<file path="config.mk">
export PLATFORM = sky130hd
export DESIGN_NAME = dac_port
export DESIGN_NICKNAME = d
export VERILOG_FILES = /design/src/design/dac_port.v
export VERILOG_INCLUDE_DIRS = /design/src /design/src/design
export SDC_FILE = /design/constraint.sdc
export NUM_CORES = 1
export LEC_CHECK = 0
export ABC_AREA = 1
export BUFFER_PORTS_ARGS = -buffer_cell sky130_fd_sc_hd__buf_2
export CAP_MARGIN = 25
export CORE_MARGIN = 1.5
export CORE_UTILIZATION = 57
export CTS_CLUSTER_SIZE = 24
export DETAILED_ROUTE_END_ITERATION = 10
export PLACE_DENSITY = 0.75
export SETUP_SLACK_MARGIN = 0.15
export SLEW_MARGIN = 20
export SYNTH_ARGS = -nofsm -noshare
export SYNTH_HDL_FRONTEND = slang
export SYNTH_SLANG_ARGS = --single-unit
export TNS_END_PERCENT = 20
</file>
<file path="constraint.sdc">
create_clock -name clk -period 2.8 [get_ports clk]
set_input_delay 0.28 -clock clk [delete_from_list [all_inputs] [get_ports clk]]
set_output_delay 0.28 -clock clk [all_outputs]
set_load 0.1 [all_outputs]
</file>
<file path="src/design/dac_port_defs.vh">
// Offsets, field positions, reset values and timing counts of the DAC digital port
`ifndef DAC_PORT_DEFS_VH
`define DAC_PORT_DEFS_VH

// Register offsets
`define SERIAL_PORT_CONFIG_ADDR 5'h00
`define DATA_CLOCK_CONFIG_ADDR  5'h02
`define REG_COUNT               8

// serial_port_config fields
`define SPC_SDIO_OUTPUT_BIT 7
`define SPC_SDO_RATE_BIT    6
`define SPC_SOFT_RESET_BIT  5

// data_clock_config fields
`define DCC_LOCK_AS_CLK_BIT 3
`define DCC_CLK_INPUT_BIT   2
`define DCC_PLL_ENABLE_BIT  1
`define DCC_ONE_PORT_BIT    0

// Reset values
`define REG_RESET_VALUE 8'h00

// Serial instruction: bit 7 read, bits 4:0 address
`define INSTR_READ_BIT  7
`define INSTR_ADDR_MSB  4
`define INSTR_BITS      5'h08
`define FRAME_BITS      5'h10

// Timing
`define SYS_CLK_PERIOD_NS 100
`define SYNC_STAGES       2

`endif

</file>
<file path="src/design/dac_port.v">
// Serial control port, sample capture and clock outputs of the dual DAC
`timescale 1ns/1ps
`include "dac_port_defs.vh"

module sample_fifo #(
	parameter WIDTH = 32,
	parameter DEPTH = 4,
	parameter AW    = 2
) (
	// Clock and reset
	input  wire             clk,
	input  wire             rst,
	// Fill side
	input  wire             in_valid,
	output wire             in_ready,
	input  wire [WIDTH-1:0] in_data,
	// Drain side
	output wire             out_valid,
	input  wire             out_ready,
	output wire [WIDTH-1:0] out_data
);
	reg [WIDTH-1:0] mem [0:DEPTH-1];
	reg [AW-1:0]    wr_q;
	reg [AW-1:0]    rd_q;
	reg [AW:0]      cnt_q;
	wire            push;
	wire            pop;

	assign in_ready  = (cnt_q != DEPTH[AW:0]);
	assign out_valid = (cnt_q != {(AW+1){1'b0}});
	assign out_data  = mem[rd_q];
	assign push      = in_valid && in_ready;
	assign pop       = out_valid && out_ready;

	always @(posedge clk) begin
		if (push) begin
			mem[wr_q] <= in_data;
		end
	end

	always @(posedge clk) begin
		if (rst) begin
			wr_q  <= {AW{1'b0}};
			rd_q  <= {AW{1'b0}};
			cnt_q <= {(AW+1){1'b0}};
		end else begin
			if (push) begin
				wr_q <= (wr_q == DEPTH[AW-1:0] - 1'b1) ? {AW{1'b0}} : wr_q + 1'b1;
			end
			if (pop) begin
				rd_q <= (rd_q == DEPTH[AW-1:0] - 1'b1) ? {AW{1'b0}} : rd_q + 1'b1;
			end
			if (push && !pop) begin
				cnt_q <= cnt_q + 1'b1;
			end else if (pop && !push) begin
				cnt_q <= cnt_q - 1'b1;
			end
		end
	end
endmodule // sample_fifo

// How it works
// RULE1 - PLL enabled: lock pin high when locked, low when not locked.
// RULE2 - Bit 3 of register 02h turns lock pin into data clock in/out.
// RULE3 - Single-port: select line 1 at sample clock rise captures into I.
// RULE4 - Single-port: select line 0 at capture edge places data into Q.
// RULE5 - Two-port: select line pin is second port's most significant bit.
// RULE6 - PLL off, single-port: bit-14 pin outputs clock at twice channel rate.
// RULE7 - Separate out line drives read data unless bidirectional line is output.
// RULE8 - Separate out line may instead carry the data rate clock.
// RULE9 - Bit 7 of register 00h sets data line direction; resets to input.
// RULE10 - Serial input bits are sampled on serial clock rising edge.
// RULE11 - Serial output bits are launched on serial clock falling edge.
// RULE12 - High chip select resets serial logic and starts a new instruction.
// RULE13 - Hardware reset pin high returns every register to default.
// RULE14 - Writing 1 to bit 5 of register 00h does a software reset.
// RULE15 - Software reset keeps register 00h, defaults all other registers.
// RULE16 - Host holds chip select low through the whole instruction.
// RULE17 - Source alternates I and Q samples using the doubled-rate clock.
module dac_port #(
	parameter DATA_W     = 16,
	parameter FIFO_DEPTH = 4,
	parameter FIFO_AW    = 2
) (
	// Clock and reset
	input  wire              clk,
	input  wire              rst,
	// Hardware reset pin
	input  wire              reset_pin,
	// Serial control port
	input  wire              serial_clock,
	input  wire              serial_chip_select,
	input  wire              sdio_in,
	output reg               sdio_out_q,
	output reg               sdio_oe_n_q,
	output reg               separate_serial_out_q,
	output reg               separate_serial_out_oe_n_q,
	// PLL status and lock / data clock pin
	input  wire              pll_locked,
	input  wire              lock_or_rate_clock_pin_in,
	output reg               lock_or_rate_clock_pin_q,
	output reg               lock_or_rate_clock_pin_oe_n_q,
	// Sample data ports
	input  wire              sample_clock,
	input  wire [DATA_W-1:0] first_port_data,
	input  wire              channel_select_line,
	input  wire              second_port_bit_fourteen_in,
	input  wire [DATA_W-3:0] second_port_low,
	output reg               second_port_bit_fourteen_q,
	output reg               second_port_bit_fourteen_oe_n_q,
	// Captured sample pairs
	output reg  [DATA_W-1:0] i_sample_q,
	output reg  [DATA_W-1:0] q_sample_q,
	output reg               sample_valid_q,
	input  wire              sample_ready,
	output reg               sample_overrun_q
);
	localparam NREG = `REG_COUNT;

	// Two-flop synchronisers plus one history flop for edge detection
	reg [1:0]        sclk_s_q;
	reg [1:0]        cs_s_q;
	reg [1:0]        sdi_s_q;
	reg [1:0]        hwrst_s_q;
	reg [1:0]        lock_s_q;
	reg [1:0]        smp_s_q;
	reg              sclk_prev_q;
	reg              smp_prev_q;
	reg [DATA_W-1:0] p1_s1_q;
	reg [DATA_W-1:0] p1_s2_q;
	reg [DATA_W-1:0] p2_s1_q;
	reg [DATA_W-1:0] p2_s2_q;
	reg              sel_s1_q;
	reg              sel_s2_q;

	wire sclk_rise = sclk_s_q[1] && !sclk_prev_q;
	wire sclk_fall = !sclk_s_q[1] && sclk_prev_q;
	wire cs_high   = cs_s_q[1];
	wire hw_reset  = hwrst_s_q[1];
	wire smp_rise  = smp_s_q[1] && !smp_prev_q;

	always @(posedge clk) begin
		if (rst) begin
			sclk_s_q    <= 2'h0;
			cs_s_q      <= 2'h3;
			sdi_s_q     <= 2'h0;
			hwrst_s_q   <= 2'h0;
			lock_s_q    <= 2'h0;
			smp_s_q     <= 2'h0;
			sclk_prev_q <= 1'b0;
			smp_prev_q  <= 1'b0;
			p1_s1_q     <= {DATA_W{1'b0}};
			p1_s2_q     <= {DATA_W{1'b0}};
			p2_s1_q     <= {DATA_W{1'b0}};
			p2_s2_q     <= {DATA_W{1'b0}};
			sel_s1_q    <= 1'b0;
			sel_s2_q    <= 1'b0;
		end else begin
			sclk_s_q    <= {sclk_s_q[0], serial_clock};
			cs_s_q      <= {cs_s_q[0], serial_chip_select};
			sdi_s_q     <= {sdi_s_q[0], sdio_in};
			hwrst_s_q   <= {hwrst_s_q[0], reset_pin};
			lock_s_q    <= {lock_s_q[0], pll_locked};
			smp_s_q     <= {smp_s_q[0], sample_clock};
			sclk_prev_q <= sclk_s_q[1];
			smp_prev_q  <= smp_s_q[1];
			p1_s1_q     <= first_port_data;
			p1_s2_q     <= p1_s1_q;
			p2_s1_q     <= {channel_select_line, second_port_bit_fourteen_in, second_port_low};
			p2_s2_q     <= p2_s1_q;
			sel_s1_q    <= channel_select_line;
			sel_s2_q    <= sel_s1_q;
		end
	end

	// Register file, one byte per entry
	reg  [8*NREG-1:0] regs_q;
	wire [8*NREG-1:0] regs_d;
	reg               soft_reset_q;
	reg               wr_en_q;
	reg  [4:0]        wr_addr_q;
	reg  [7:0]        wr_data_q;
	wire [7:0]        spc = regs_q[8*`SERIAL_PORT_CONFIG_ADDR +: 8];
	wire [7:0]        dcc = regs_q[8*`DATA_CLOCK_CONFIG_ADDR +: 8];
	wire              sdio_output = spc[`SPC_SDIO_OUTPUT_BIT];
	wire              sdo_rate    = spc[`SPC_SDO_RATE_BIT];
	wire              one_port    = dcc[`DCC_ONE_PORT_BIT];
	wire              pll_enable  = dcc[`DCC_PLL_ENABLE_BIT];
	wire              lock_as_clk = dcc[`DCC_LOCK_AS_CLK_BIT];
	wire              clk_is_in   = dcc[`DCC_CLK_INPUT_BIT];

	genvar g;
	generate
		for (g = 0; g < NREG; g = g + 1) begin : reg_entry
			assign regs_d[8*g +: 8] =
				(rst || hw_reset) ? `REG_RESET_VALUE : // RULE13 RULE9
				(soft_reset_q && g != `SERIAL_PORT_CONFIG_ADDR) ? `REG_RESET_VALUE : // RULE15
				(wr_en_q && wr_addr_q == g) ? wr_data_q : regs_q[8*g +: 8];
		end
	endgenerate

	// One process owns the whole register vector
	always @(posedge clk) begin
		regs_q <= regs_d;
	end

	always @(posedge clk) begin
		if (rst || hw_reset) begin
			soft_reset_q <= 1'b0;
		end else begin
			soft_reset_q <= wr_en_q && wr_addr_q == `SERIAL_PORT_CONFIG_ADDR
				&& wr_data_q[`SPC_SOFT_RESET_BIT]; // RULE14
		end
	end

	// Serial engine: 8-bit instruction then one data byte, MSB first
	reg  [4:0] cnt_q;
	reg  [6:0] sh_in_q;
	reg  [7:0] instr_q;
	reg  [7:0] sh_out_q;
	reg        out_bit_q;
	wire [7:0] next_byte = {sh_in_q, sdi_s_q[1]};
	wire [4:0] instr_addr = next_byte[`INSTR_ADDR_MSB:0];
	wire       is_read = instr_q[`INSTR_READ_BIT];
	wire       rd_phase = !cs_high && is_read && cnt_q >= `INSTR_BITS;
	wire [7:0] rd_byte = (instr_addr < NREG) ? regs_q[8*instr_addr +: 8] : 8'h00;

	always @(posedge clk) begin
		if (rst || hw_reset || cs_high) begin
			cnt_q     <= 5'h00; // RULE12
			sh_in_q   <= 7'h00;
			instr_q   <= 8'h00;
			sh_out_q  <= 8'h00;
			out_bit_q <= 1'b0;
			wr_en_q   <= 1'b0;
			wr_addr_q <= 5'h00;
			wr_data_q <= 8'h00;
		end else begin
			wr_en_q <= 1'b0;
			if (sclk_rise && cnt_q != `FRAME_BITS) begin
				sh_in_q <= next_byte[6:0]; // RULE10
				cnt_q   <= cnt_q + 5'h01;
				if (cnt_q == `INSTR_BITS - 5'h01) begin
					instr_q  <= next_byte;
					sh_out_q <= rd_byte;
				end
				if (cnt_q == `FRAME_BITS - 5'h01 && !is_read) begin
					wr_en_q   <= 1'b1;
					wr_addr_q <= instr_q[`INSTR_ADDR_MSB:0];
					wr_data_q <= next_byte;
				end
			end
			if (sclk_fall && rd_phase) begin
				out_bit_q <= sh_out_q[7]; // RULE11
				sh_out_q  <= {sh_out_q[6:0], 1'b0};
			end
		end
	end

	// Sample capture and data rate clock
	reg  [DATA_W-1:0] i_hold_q;
	reg               have_i_q;
	reg               push_q;
	reg  [2*DATA_W-1:0] push_data_q;
	reg               rate_clk_q;
	wire              fifo_in_ready;
	wire              fifo_out_valid;
	wire [2*DATA_W-1:0] fifo_out_data;
	wire              fifo_pop = fifo_out_valid && (!sample_valid_q || sample_ready);

	always @(posedge clk) begin
		if (rst) begin
			i_hold_q    <= {DATA_W{1'b0}};
			have_i_q    <= 1'b0;
			push_q      <= 1'b0;
			push_data_q <= {2*DATA_W{1'b0}};
			rate_clk_q  <= 1'b0;
		end else begin
			push_q <= 1'b0;
			if (smp_rise) begin
				if (one_port) begin
					rate_clk_q <= !rate_clk_q;
					if (sel_s2_q) begin
						i_hold_q <= p1_s2_q; // RULE3
						have_i_q <= 1'b1;
					end else begin
						push_q      <= have_i_q; // RULE4 RULE17
						push_data_q <= {i_hold_q, p1_s2_q};
						have_i_q    <= 1'b0;
					end
				end else begin
					rate_clk_q  <= 1'b1;
					push_q      <= 1'b1;
					push_data_q <= {p1_s2_q, p2_s2_q}; // RULE5
				end
			end else if (!one_port && !smp_s_q[1]) begin
				rate_clk_q <= 1'b0;
			end
		end
	end

	sample_fifo #(
		.WIDTH (2*DATA_W),
		.DEPTH (FIFO_DEPTH),
		.AW    (FIFO_AW)
	) u_fifo (
		.clk       (clk),
		.rst       (rst),
		.in_valid  (push_q),
		.in_ready  (fifo_in_ready),
		.in_data   (push_data_q),
		.out_valid (fifo_out_valid),
		.out_ready (!sample_valid_q || sample_ready),
		.out_data  (fifo_out_data)
	);

	// Output staging and pins
	always @(posedge clk) begin
		if (rst) begin
			i_sample_q       <= {DATA_W{1'b0}};
			q_sample_q       <= {DATA_W{1'b0}};
			sample_valid_q   <= 1'b0;
			sample_overrun_q <= 1'b0;
		end else begin
			if (fifo_pop) begin
				i_sample_q     <= fifo_out_data[2*DATA_W-1:DATA_W];
				q_sample_q     <= fifo_out_data[DATA_W-1:0];
				sample_valid_q <= 1'b1;
			end else if (sample_ready) begin
				sample_valid_q <= 1'b0;
			end
			if (push_q && !fifo_in_ready) begin
				sample_overrun_q <= 1'b1;
			end
		end
	end

	always @(posedge clk) begin
		if (rst) begin
			sdio_out_q                      <= 1'b0;
			sdio_oe_n_q                     <= 1'b1;
			separate_serial_out_q           <= 1'b0;
			separate_serial_out_oe_n_q      <= 1'b1;
			lock_or_rate_clock_pin_q        <= 1'b0;
			lock_or_rate_clock_pin_oe_n_q   <= 1'b1;
			second_port_bit_fourteen_q      <= 1'b0;
			second_port_bit_fourteen_oe_n_q <= 1'b1;
		end else begin
			sdio_out_q  <= out_bit_q;
			sdio_oe_n_q <= !(rd_phase && sdio_output); // RULE9
			if (sdo_rate) begin
				separate_serial_out_q      <= rate_clk_q; // RULE8
				separate_serial_out_oe_n_q <= rd_phase && sdio_output; // RULE7
			end else begin
				separate_serial_out_q      <= out_bit_q; // RULE7
				separate_serial_out_oe_n_q <= !(rd_phase && !sdio_output);
			end
			if (lock_as_clk) begin
				lock_or_rate_clock_pin_q      <= rate_clk_q; // RULE2
				lock_or_rate_clock_pin_oe_n_q <= clk_is_in;
			end else begin
				lock_or_rate_clock_pin_q      <= pll_enable && lock_s_q[1]; // RULE1
				lock_or_rate_clock_pin_oe_n_q <= !pll_enable;
			end
			if (one_port && !pll_enable) begin
				second_port_bit_fourteen_q      <= smp_s_q[1]; // RULE6
				second_port_bit_fourteen_oe_n_q <= 1'b0;
			end else begin
				second_port_bit_fourteen_q      <= 1'b0;
				second_port_bit_fourteen_oe_n_q <= 1'b1;
			end
		end
	end
endmodule // dac_port

</file>
# ---- After elaboration in Yosys (flattened, before gate mapping)
# Memory sizes are Yosys's and may differ from the RTL's. A register that Yosys moved wholly into a read port is not among the register bits.
# Index checks and enable logic that the tools add are counted.
dict set report word_totals {
  regBits 256
  latchBits 0
  mem_bits_rw 128
  mem_bits_ro 0
  output_inout_bits 42
  memories 1
}
# name words word_bits read_ports rd_ports_with_merged_regs write_ports line
set memory_table {}
lappend memory_table {u_fifo.mem 4 32 1 1 1 dac_port.v:22} ;# reg [WIDTH-1:0] mem [0:DEPTH-1];
dict set report op_classes {
  add_sub_neg 5
  n_mul 0
  div_mod_pow 0
  n_lt_le_gt_ge 2
  eq_ne 14
  shifts 1
  n_mux 26
  bitwise_logic 3
  n_reduce_logical 64
}
# cell n
set op_table {}
lappend op_table {{32-bit 2-to-1 mux} 2}
lappend op_table {{64-bit by 9-bit variable part select with 8-bit output} 1}
lappend op_table {{8-bit 2-to-1 mux} 4}
lappend op_table {{1-bit logical AND} 27}
lappend op_table {{5-bit by 3-bit equality test with 1-bit output, second input constant} 5}
lappend op_table {{1-bit zero test} 16}
lappend op_table {{1-bit 2-to-1 mux} 16}
lappend op_table {{5-bit by 2-bit equality test with 1-bit output, second input constant} 2}
lappend op_table {{2-bit AND reduction} 5}
lappend op_table {{2-bit nonzero test} 5}
lappend op_table {{2-bit OR reduction} 5}
lappend op_table {{3-bit 2-to-1 mux} 2}
lappend op_table {{5-bit by 1-bit adder with 5-bit output, second input constant} 1}
lappend op_table {{5-bit by 1-bit equality test with 1-bit output, second input constant} 1}
lappend op_table {{5-bit by 4-bit equality test with 1-bit output, second input constant} 1}
lappend op_table {{5-bit by 4-bit >= comparator with 1-bit output, second input constant} 1}
lappend op_table {{5-bit zero test} 1}
lappend op_table {{5-bit by 4-bit < comparator with 1-bit output, second input constant} 1}
lappend op_table {{5-bit != test, second input constant} 1}
lappend op_table {{2-bit by 1-bit adder with 2-bit output, second input constant} 2}
lappend op_table {{2-bit equality test, second input constant} 2}
lappend op_table {{2-bit 2-to-1 mux} 2}
lappend op_table {{3-bit by 1-bit adder with 3-bit output, second input constant} 1}
lappend op_table {{1-bit logical OR} 3}
lappend op_table {{other kinds (6)} 8}

# ---- Depth between registers and ports, before layout
# Gate-level depths: netlist of the first run.
dict set report depth {
  word_depth 6
  ltp_mapped 12
}

# ---- Cells and area by module
# From an unflattened synthesis of the first run, not the netlist that was laid out.
dict set report unflattened {
  hier_cells 1721
  hier_area_um2 15718.8
}
# module n_inst cells_per_inst area_each_um2
set by_module_without_submodules {}
lappend by_module_without_submodules {dac_port 1 1343 10442.5}
lappend by_module_without_submodules {sample_fifo 1 378 5276.3}

# ---- Worst setup path before layout of the first run
# Ideal clock, no wire load.
dict set report synth_path {
  path_type {register to register}
  from {register sample_valid_q}
  to {register u_fifo.cnt_q[2]}
  arrival_ns 2.757
  setup_slack_ns -0.026
  stages_incl_launch_ff 12
  path_buffers 1
  synth_period_minus_slack_ns 2.826
  path_cell_list {dfxtp_1 -> inv_1 -> o21ai_2 -> clkbuf_1 -> ha_1 -> inv_1 -> fa_1 -> nor2_1 -> nor2_1 -> nand2_1 -> o21ai_0 -> a21oi_1}
}
dict set report synth_via {
  elab_chain_cells 6
}
# item line
set synth_lines {}
lappend synth_lines {{from (decl)} dac_port.v:114} ;# output reg sample_valid_q,
lappend synth_lines {{from (signal assigned)} dac_port.v:322} ;# sample_valid_q <= 1'b0;
lappend synth_lines {{from (signal assigned)} dac_port.v:328} ;# sample_valid_q <= 1'b1;
lappend synth_lines {{from (signal assigned)} dac_port.v:330} ;# sample_valid_q <= 1'b0;
lappend synth_lines {{1-bit zero test *} dac_port.v:313} ;# .out_ready (!sample_valid_q || sample_ready),
lappend synth_lines {{1-bit logical OR *} dac_port.v:313}
lappend synth_lines {{1-bit logical AND *} dac_port.v:33} ;# assign pop = out_valid && out_ready;
lappend synth_lines {{1-bit zero test} dac_port.v:53} ;# if (push && !pop) begin
lappend synth_lines {{1-bit logical AND} dac_port.v:53}
lappend synth_lines {{3-bit 2-to-1 mux or 2-bit nonzero test (tied branches)} -}
lappend synth_lines {{to (signal assigned)} dac_port.v:45} ;# cnt_q <= {(AW+1){1'b0}};
lappend synth_lines {{to (signal assigned)} dac_port.v:54} ;# cnt_q <= cnt_q + 1'b1;
lappend synth_lines {{to (signal assigned)} dac_port.v:56} ;# cnt_q <= cnt_q - 1'b1;
lappend synth_lines {{to (decl)} dac_port.v:25} ;# reg [AW:0] cnt_q;
# Every way passes the cells marked *; elsewhere a longest branch is shown, timed or not.
# A chain may end at the register's enable or synchronous reset.

# ---- Final worst setup path of the first run
dict set report layout_path {
  from {register cnt_q[0]}
  to {register wr_data_q[5]}
}
dict set report layout_via {
  elab_chain_cells 3
}
# item line
set layout_lines {}
lappend layout_lines {{from (decl)} dac_port.v:217} ;# reg [4:0] cnt_q;
lappend layout_lines {{from (signal assigned)} dac_port.v:242} ;# cnt_q <= cnt_q + 5'h01;
lappend layout_lines {{5-bit != test (no line) or 5-bit by 4-bit equality test with 1-bit output (tied branches)} -}
lappend layout_lines {{1-bit logical AND (on tied branches)} -}
lappend layout_lines {{2-bit AND reduction (no line) *} -}
lappend layout_lines {{to (signal assigned)} dac_port.v:250} ;# wr_data_q <= next_byte;
lappend layout_lines {{to (decl)} dac_port.v:182} ;# reg [7:0] wr_data_q;
# Marks and branches as above.

==> run metrics, run 1 <==
status=completed; area leader, netlist=dfxtp_1; CP Cell Sequence=inv_1 -> ha_1 -> nand2_1 -> inv_1 -> nand2_1 -> nand2_2 -> inv_2 -> nand3_2 -> nor2_1 -> nand2_1 -> nand2_1; Post-Syn Nets=roughly 1800; top post-synthesis cells by count=nor2_1, dfxtp_1, nand2_1; crit path DAT=around 2.6 ns; Max Cap Viol=0; initial antenna violation count=0; sequential area share after synthesis=60.8%; total number of vias=between 10000 and 15000; RSZ-0062 raised after global routing=no; Initial Util=58.2%; kind of critical path=reg -> reg; Pins Over Slew Limit=0; CTS max path bufs=3; Max-slew headroom=41.6%; routed len/inst=about 15 µm; Worst Tran Pin Value=between 0.8 and 0.9 ns; clock skew=between 0.015 and 0.02 ns; fraction of registers with async set/reset=0%; Post-route DRC=0; CTS H-tree lvls=2; crit start category=register; total power=between 15000 and 20000 µW; endpoints failing setup=0; Fin. Hold Viols=0; Mapped Area=between 15000 and 20000 µm²; final WL=around 33000 µm; pwr dens=~900 nW/µm²; # diodes=0; area grow syn2layout=14.7%; CTS root buffer=clkbuf_16; HP Class=in -> reg; chip height=~170 µm; Mapped Cells=between 1500 and 2000; Starting DRT DRC Count=a little under 1000; Vias/cell=roughly 5.2; most common cell in the netlist=nor2_1; Fillers=roughly 2100; synth unique cells=35; largest net degree at the start of global routing=67; grt ovf=0; gpl congestion=a little over 0.8; GRT Total Usage=a little under a quarter; minimum clock period=approximately 2.1 ns; layout cells sized above 1=approximately an eighth; CP max stage delay=between 0.4 and 0.5 ns; worst-path maximum fanout=23; # Post-CTS Setup Buffers=0; row cnt=60; first-pass GRT wire length=around 53000 µm; most frequent CP cell=nand2_1; die area=~29000 µm²; P_leak=0.00727 µW; CTS Sinks=about 400; slowest stage cell, crit path=nand3_2; Warnings, synthesis=0; Post-synth EDFFs=around 130; crit end category=register; top cells by area, synth=dfxtp_1, edfxtp_1, nor2_1, o21ai_0, nand2_1; Die W=169 µm; Mean Syn Cell Area=roughly 9 µm²; period utilization=74.5%; CP required=3.28 ns; CTS Buf Count=41; # resized after CTS=0; hpwl dp=between 15000 and 20000 µm; CTS tree=done; CTS clk-pin slew, worst paths=approximately 0.06 ns; Yosys top cell area share=approximately 36%; TritonRoute pass-1 iters=5; Core Region=27000 µm²; post-route ant nets=0; port buffer count=between 80 and 90; worst skew pair latency=about 0.54 ns; FF+latch count, synth=412; # nets final=~1900; dominant synthesized flop cell=dfxtp_1; fmax=roughly 480 MHz; # hold bufs at CTS=38; vias in the first global route=about 11000; Setup TNS=0 ns; Worst VDD drop=between 0.6 and 0.7 mV; Top Ports=84
[final timing paths]
kind | end | slack (ns) | depth (start not counted) | startpoint
worst max-delay path | wr_data_q[5] | 0.71 | 11 | cnt_q[0]
worst min-delay path | hwrst_s_q[0] | 0.07 | 2 | rst
worst max register to register | wr_data_q[5] | 0.71 | 11 | cnt_q[0]
worst min register to register | p2_s2_q[13] | 0.39 | 2 | p2_s1_q[13]
[layer usage]
layer	GRT usage (%)	part of all wire, %	vias up	wire [µm]
met5	0	0	-	0
met2	38.0	46	342	14900
met1	32.8	46	5296	15100
met3	3.23	6.3	55	2050
met4	6.68	2.0	0	644
li1	-	-	5839	-
[critical path: cells and delay by family, from the launching register on]
| family | cells | cell delay, ns |
|---|---|---|
| flip-flops | 1 | 0.33 |
| buffers and inverters | 3 | 0.32 |
| adder cells (fa/ha/maj) | 1 | 0.19 |
| AND/OR/NAND/NOR | 7 | 1.19 |
[cell type report]
cell class / instances / area (µm²) / area share, %
Multi-Input combinational cell: 1035 / 4960 / 27.6
Clock inverter: 9 / 93.8 / 0.522
Clock buffer: 64 / 1230 / 6.85
Tap cell: 341 / 427 / 2.37
Timing Repair Buffer: 143 / 988 / 5.49
Sequential cell: 412 / 9530 / 53.0
Inverter: 201 / 754 / 4.19
[power by group]
group	switching, µW	internal, µW	leakage, µW
clock	2210	3130	0.000653
sequential	185	6510	0.00352
combinational	3130	809	0.00311
total	5530	10500	0.00727
[through the flow]
step | area (µm²) | utilization, % | instances | hold slack (ns) | setup WS [ns]
finish | 18000 | 66.7 | 2205 | 0.0683 | 0.714
global route | 18000 | 66.7 | 2205 | 0.0813 | 0.412
CTS | 18000 | 66.7 | 2205 | 0.0609 | 0.714
detailed placement | 16300 | 60.4 | 2094 | 0.392 | 0.722
global placement | 16300 | 60.4 | 2094 | 0.391 | 0.776
floorplan | 15700 | - | 1745 | 0.384 | 0.238
[placed cells by master, fill, tap and decap left out, types with 3 or more instances in the layout]
| cell | count |
|---|---|
| clkinv_1 | 7 |
| o21ai_1 | 13 |
| buf_2 | 82 |
| o211ai_1 | 3 |
| or2_2 | 3 |
| nand4_1 | 5 |
| edfxtp_1 | 128 |
| a211oi_1 | 18 |
| clkbuf_1 | 11 |
| buf_4 | 21 |
| clkbuf_16 | 41 |
| nor2_1 | 368 |
| a31oi_1 | 33 |
| o21ai_0 | 199 |
| a211oi_2 | 39 |
| ha_1 | 9 |
| nand3_1 | 51 |
| dfxtp_1 | 282 |
| nand2_1 | 228 |
| dlygate4sd3_1 | 38 |
| a21oi_1 | 45 |
| clkbuf_8 | 12 |
| nor2_2 | 9 |
| inv_1 | 192 |
| inv_2 | 4 |
[logic make-up after synthesis]
logic type | after synthesis | share of synthesized area, %
simple gates | 672 | 16.9
flops | 412 | 60.8
compound gates | 353 | 13.8
buf+inv | 298 | 7.65
fa+ha+maj | 10 | 0.846
[sequential cells by signal, summed over array words and instances (netlist names), 3 cells and up]
register	flops
cnt_q	5
p2_s2_q	16
instr_q	6
wr_addr_q	5
p1_s1_q	16
push_data_q	32
q_sample_q	16
sh_in_q	7
i_hold_q	16
regs_q	64
wr_data_q	8
i_sample_q	16
sh_out_q	8
p1_s2_q	16
u_fifo.cnt_q	3
p2_s1_q	16
u_fifo.mem	128
Note: power is estimated with default switching activity, not from simulation.
==> run 2, diff against run 1 <==
==> constraint.sdc (replaced) <==
create_clock -name clk -period 1.96 [get_ports clk]
set_input_delay 0.196 -clock clk [delete_from_list [all_inputs] [get_ports clk]]
set_output_delay 0.196 -clock clk [all_outputs]
set_load 0.1 [all_outputs]
==> run metrics, run 2 (synthesis gave the netlist of run 1 again) <==
R2R Setup Slk=0.25 ns; R2R depth=8; total number of vias=between 10000 and 15000; grt ovf=0; Core Util, Final=68.1%; CTS H-tree lvls=2; hold endpoint=sample_valid_q; TritonRoute pass-1 iters=5; worst-path maximum fanout=19; Max Cap Viol=0; worst skew pair latency=roughly 0.54 ns; CP required=around 2.4 ns; minimum clock period=1.71 ns; max reg flops=roughly 130; WHS Path Cells=4; Core Region=27000 µm²; CTS max path bufs=3; layout cells sized above 1=~14%; CTS Sinks=approximately 400; RSZ-0062 raised after global routing=yes; most frequent CP cell=nor2_1; die area=between 20000 and 30000 µm²; kind of critical path=reg -> reg; hpwl dp=20000 µm; clock skew=about 0.016 ns; placed cell count=2112; vias in the first global route=~11000; CP Cell Sequence=ha_1 -> nand2_1 -> nor2_1 -> ha_1 -> nand3_4 -> buf_4 -> nor2_1 -> nor2_1; gpl congestion=approximately 0.87; largest net degree at the start of global routing=92; CP max stage delay=0.33 ns; fmax=approximately 600 MHz; CTS tree=done; Top Ports=between 80 and 90; CTS root buffer=clkbuf_16; initial antenna violation count=0; Top reg by flops=u_fifo.mem; period utilization=87.3%; Post-route DRC=0; Worst VDD drop=1.07 mV; Fin. Hold Viols=0; status=completed; fin worst setup slack=between 0.2 and 0.25 ns; Starting DRT DRC Count=approximately 1000; Pins Over Slew Limit=0; first-pass GRT wire length=approximately 54000 µm; routed len/inst=between 10 and 15 µm; HP Start=sample_ready; Initial Util=between 50 and 60%; pwr dens=1270 nW/µm²; crit end category=register; reg2reg end=wr_data_q[0]; port buffer count=slightly above 80; crit start category=register; most common cell after layout, fill and taps aside=nor2_1; chip height=between 150 and 200 µm; Vias/cell=about 5.3; HP Class=in -> reg; R2R Path Start=cnt_q[1]; slowest stage cell, crit path=dfxtp_1; CTS Buf Count=42; # diodes=0; final WL=approximately 33000 µm; endpoints failing setup=0; top flop regs=u_fifo.mem: 128 flops, regs_q: 64 flops, push_data_q: 32 flops; Die W=~170 µm; area grow syn2layout=17.1%; P_leak=between 0.007 and 0.008 µW; Cell Count, Final, Fillers Out=between 2000 and 2500; Worst Tran Pin Value=between 0.6 and 0.7 ns; crit path DAT=2.14 ns; Max-slew headroom=56.3%; CTS clk-pin slew, worst paths=~0.060 ns; GRT Total Usage=a little under a quarter; row cnt=60; post-route ant nets=0; # nets final=1906; Placement Setup Slack=0.114 ns; commonest cells after routing, fill and taps aside=nor2_1, dfxtp_1, nand2_1, o21ai_0, inv_1
## run 2: cell count changes in the layout (fill, tap and decap cells not counted), sizes merged
cell    delta
buf       +19
bufinv     +1
clkbuf     -6
clkinv     +7
## run 2: area by class of cell
type,instances,area [µm²]
Timing Repair Buffer,162,1250
Inverter,201,764
Clock inverter,17,155
Tap cell,341,427
Clock buffer,58,1200
Sequential cell,412,9540
Fill cell,2049,8590
Multi-Input combinational cell,1035,5020
## run 2: metal layers
metal	wire length, µm	up-vias	global-route usage (%)
met5	0	-	0
met4	609	0	6.68
li1	-	5878	-
met2	15000	379	38.4
met1	15200	5391	33.3
met3	2150	58	3.44
## run 2: where the power goes
group | leakage [µW] | total [µW] | internal (µW) | switching, µW
sequential | 0.00352 | 9650 | 9320 | 326
combinational | 0.00323 | 5900 | 1360 | 4540
clock | 0.000672 | 7730 | 4570 | 3160
total | 0.00742 | 23300 | 15200 | 8030
## run 2: how the worst max path moves through the flow
| stage | startpoint | end | slack, ns | cells after the start |
|---|---|---|---|---|
| after global routing | u_fifo.cnt_q[1] | u_fifo.cnt_q[2] | 0.14 | 11 |
| after floorplan | u_fifo.cnt_q[1] | u_fifo.mem[0][0] | -0.10 | 4 |
| final | cnt_q[1] | wr_data_q[0] | 0.25 | 8 |
| after global placement | u_fifo.cnt_q[0] | u_fifo.cnt_q[2] | 0.15 | 11 |
| after CTS | u_fifo.cnt_q[1] | u_fifo.cnt_q[2] | 0.11 | 10 |
| after detailed placement | u_fifo.cnt_q[1] | u_fifo.cnt_q[2] | 0.11 | 10 |
## run 2: what timing repair did
action	in CTS	in global routing
hold buffers	38	0
endpoints found under the hold margin	38	0
setup buffers	0	1
resized for setup	4	17
pin swaps	0	3
setup endpoints to repair	4	16
## run 2: per-stage QoR
stage	cell area [µm²]	setup TNS, ns	hold WS [ns]	total power, µW
after detailed placement	16500	0	0.394	15500
after global placement	16500	0	0.392	15400
after CTS	18300	0	0.0257	23300
after global routing	18400	0	0.104	24300
after floorplan	15700	-13.53	0.300	14300
final	18400	0	0.0810	23300
## run 2: worst max-delay path, delay by kind of cell, from the launching register on
kind,cells,cell delay (ns)
adder cells (fa/ha/maj),2,0.43
buffers and inverters,1,0.24
flip-flops,1,0.33
AND/OR/NAND/NOR,5,0.59
==> run 3, diff against run 2 <==
--- a/config.mk
+++ b/config.mk
@@ -13,7 +13,7 @@
 export CORE_UTILIZATION = 57
 export CTS_CLUSTER_SIZE = 24
 export DETAILED_ROUTE_END_ITERATION = 10
-export PLACE_DENSITY = 0.75
+export PLACE_DENSITY = 0.86
 export SETUP_SLACK_MARGIN = 0.15
 export SLEW_MARGIN = 20
 export SYNTH_ARGS = -nofsm -noshare
==> run metrics, run 3 (synthesis gave the netlist of run 1 again) <==
kind of critical path=reg -> reg; status=completed; CTS clk-pin slew, worst paths=approximately 0.060 ns; Post-route DRC=0; final WL=~35000 µm; clock skew=0.0309 ns; worst path bufs/invs=2; crit start category=register; Starting DRT DRC Count=1248; CTS root buffer=clkbuf_16; area grow syn2layout=16.6%; chip height=roughly 170 µm; worst skew pair latency=between 0.5 and 0.6 ns; Initial Util=58.2%; Max Cap Viol=0; CTS Sinks=412; max reg flops=around 130; worst-path maximum fanout=3; Fin. Hold Viols=0; GRT Total Usage=between 20% and 30%; port buffer count=slightly above 80; Cell Count, Final, Fillers Out=2225; Max-slew headroom=around 57%; CTS max path bufs=3; slowest stage cell, crit path=fa_2; largest net degree at the start of global routing=96; HP Class=in -> reg; vias in the first global route=11300; minimum clock period=roughly 1.7 ns; initial antenna violation count=1; layout cells sized above 1=between 10 and 15%; period utilization=88.8%; first-pass GRT wire length=roughly 56000 µm; crit end category=register; Top Ports=84; TritonRoute pass-1 iters=5; Fillers=a little under 2000; Top reg by flops=u_fifo.mem; CTS Buf Count=41; CP max stage delay=0.39 ns; hpwl dp=about 20000 µm; CTS H-tree lvls=2; Top delay family on crit path=adder cells; post-route ant nets=0; die area=between 20000 and 30000 µm²; gpl congestion=0.865; Die W=between 150 and 200 µm; # nets final=approximately 1900; top flop regs=u_fifo.mem: 128 flops, regs_q: 64 flops, push_data_q: 32 flops; commonest cells after routing, fill and taps aside=nor2_1, dfxtp_1, nand2_1, o21ai_0, inv_1; row cnt=60; total power=23200 µW; Pins Over Slew Limit=0; Vias/cell=around 5.4; CP Cell Sequence=inv_4 -> a31oi_4 -> ha_1 -> inv_2 -> fa_2 -> nor2_1 -> nor2_1 -> nand2_1 -> o21ai_0 -> a21oi_1; fmax=between 500 and 600 MHz; endpoints failing setup=0; P_leak=between 0.007 and 0.008 µW; Design Area, Final=about 18000 µm²; CP required=2.41 ns; placed cell count=~2100; RSZ-0062 raised after global routing=yes; pwr dens=1270 nW/µm²; most frequent CP cell=nor2_1; Core Region=around 27000 µm²; total number of vias=12100; grt ovf=0; Worst VDD drop=approximately 0.85 mV; routed len/inst=15.8 µm; crit path DAT=between 2 and 2.5 ns; post-placement cell area=between 15000 and 20000 µm²; Worst Tran Pin Value=0.651 ns; CTS tree=done; most common cell after layout, fill and taps aside=nor2_1
## run 3: changes by cell type in the layout (fill, tap and decap cells not counted), sizes merged
cell / delta
clkinv: -2
diode: +1
clkbuf: +4
buf: -3
bufinv: +1
inv: -2
## run 3: area by class of cell
class	count	area (µm²)	area share (%)
flip-flops and latches	412	9540	52.1
multi-input cells	1035	5000	27.4
repair buffers	159	1210	6.61
clock buffers	62	1150	6.31
inverters	201	764	4.18
well taps	341	427	2.33
clock inverters	14	191	1.05
diodes	1	2.50	0.0137
## run 3: through the flow
stage / setup TNS (ns) / setup WS (ns) / hold slack, ns / utilization, %
floorplan: -13.53 / -0.105 / 0.300 / -
detailed placement: 0 / 0.0645 / 0.391 / 61.2
finish: 0 / 0.219 / 0.0391 / 67.9
global placement: 0 / 0.140 / 0.383 / 61.2
global route: 0 / 0.113 / 0.0610 / 67.9
CTS: 0 / 0.146 / 0.0271 / 67.7
## run 3: repair_timing
item / 4_1_cts / 5_1_grt
pin swaps: 0 / 1
setup buffers: 0 / 3
setup endpoints to repair: 2 / 36
resized for setup: 7 / 9
hold endpoints to repair: 38 / 0
hold buffers: 38 / 0
## run 3: metal layers
layer | wire length, µm | GRT usage [%] | up-vias | part of all wire (%)
met3 | 2530 | 3.23 | 64 | 7.2
met5 | 0 | 0 | - | 0
met4 | 834 | 7.69 | 0 | 2.4
met2 | 17200 | 42.7 | 491 | 49
li1 | - | - | 5879 | -
met1 | 14700 | 32.2 | 5618 | 42
## run 3: worst paths after layout
check / from / endpoint / slack, ns / cells past startpoint
hold reg to reg: hwrst_s_q[0] / hwrst_s_q[1] / 0.40 / 2
setup / recovery: u_fifo.cnt_q[1] / u_fifo.cnt_q[2] / 0.22 / 10
setup reg to reg: u_fifo.cnt_q[1] / u_fifo.cnt_q[2] / 0.22 / 10
hold / removal: rst / regs_q[0] / 0.04 / 4
## run 3: worst reg2reg max path, stage by stage, from the launching register on
cell	delay, ns
dfxtp_2	0.38
inv_4	0.06
a31oi_4	0.17
ha_1	0.18
inv_2	0.06
fa_2	0.39
nor2_1	0.10
nor2_1	0.05
nand2_1	0.07
o21ai_0	0.07
a21oi_1	0.14
## run 3: power breakdown
group / internal [µW] / switching, µW
logic: 1290 / 4560
registers: 9320 / 303
clock network: 4510 / 3210
total: 15100 / 8080
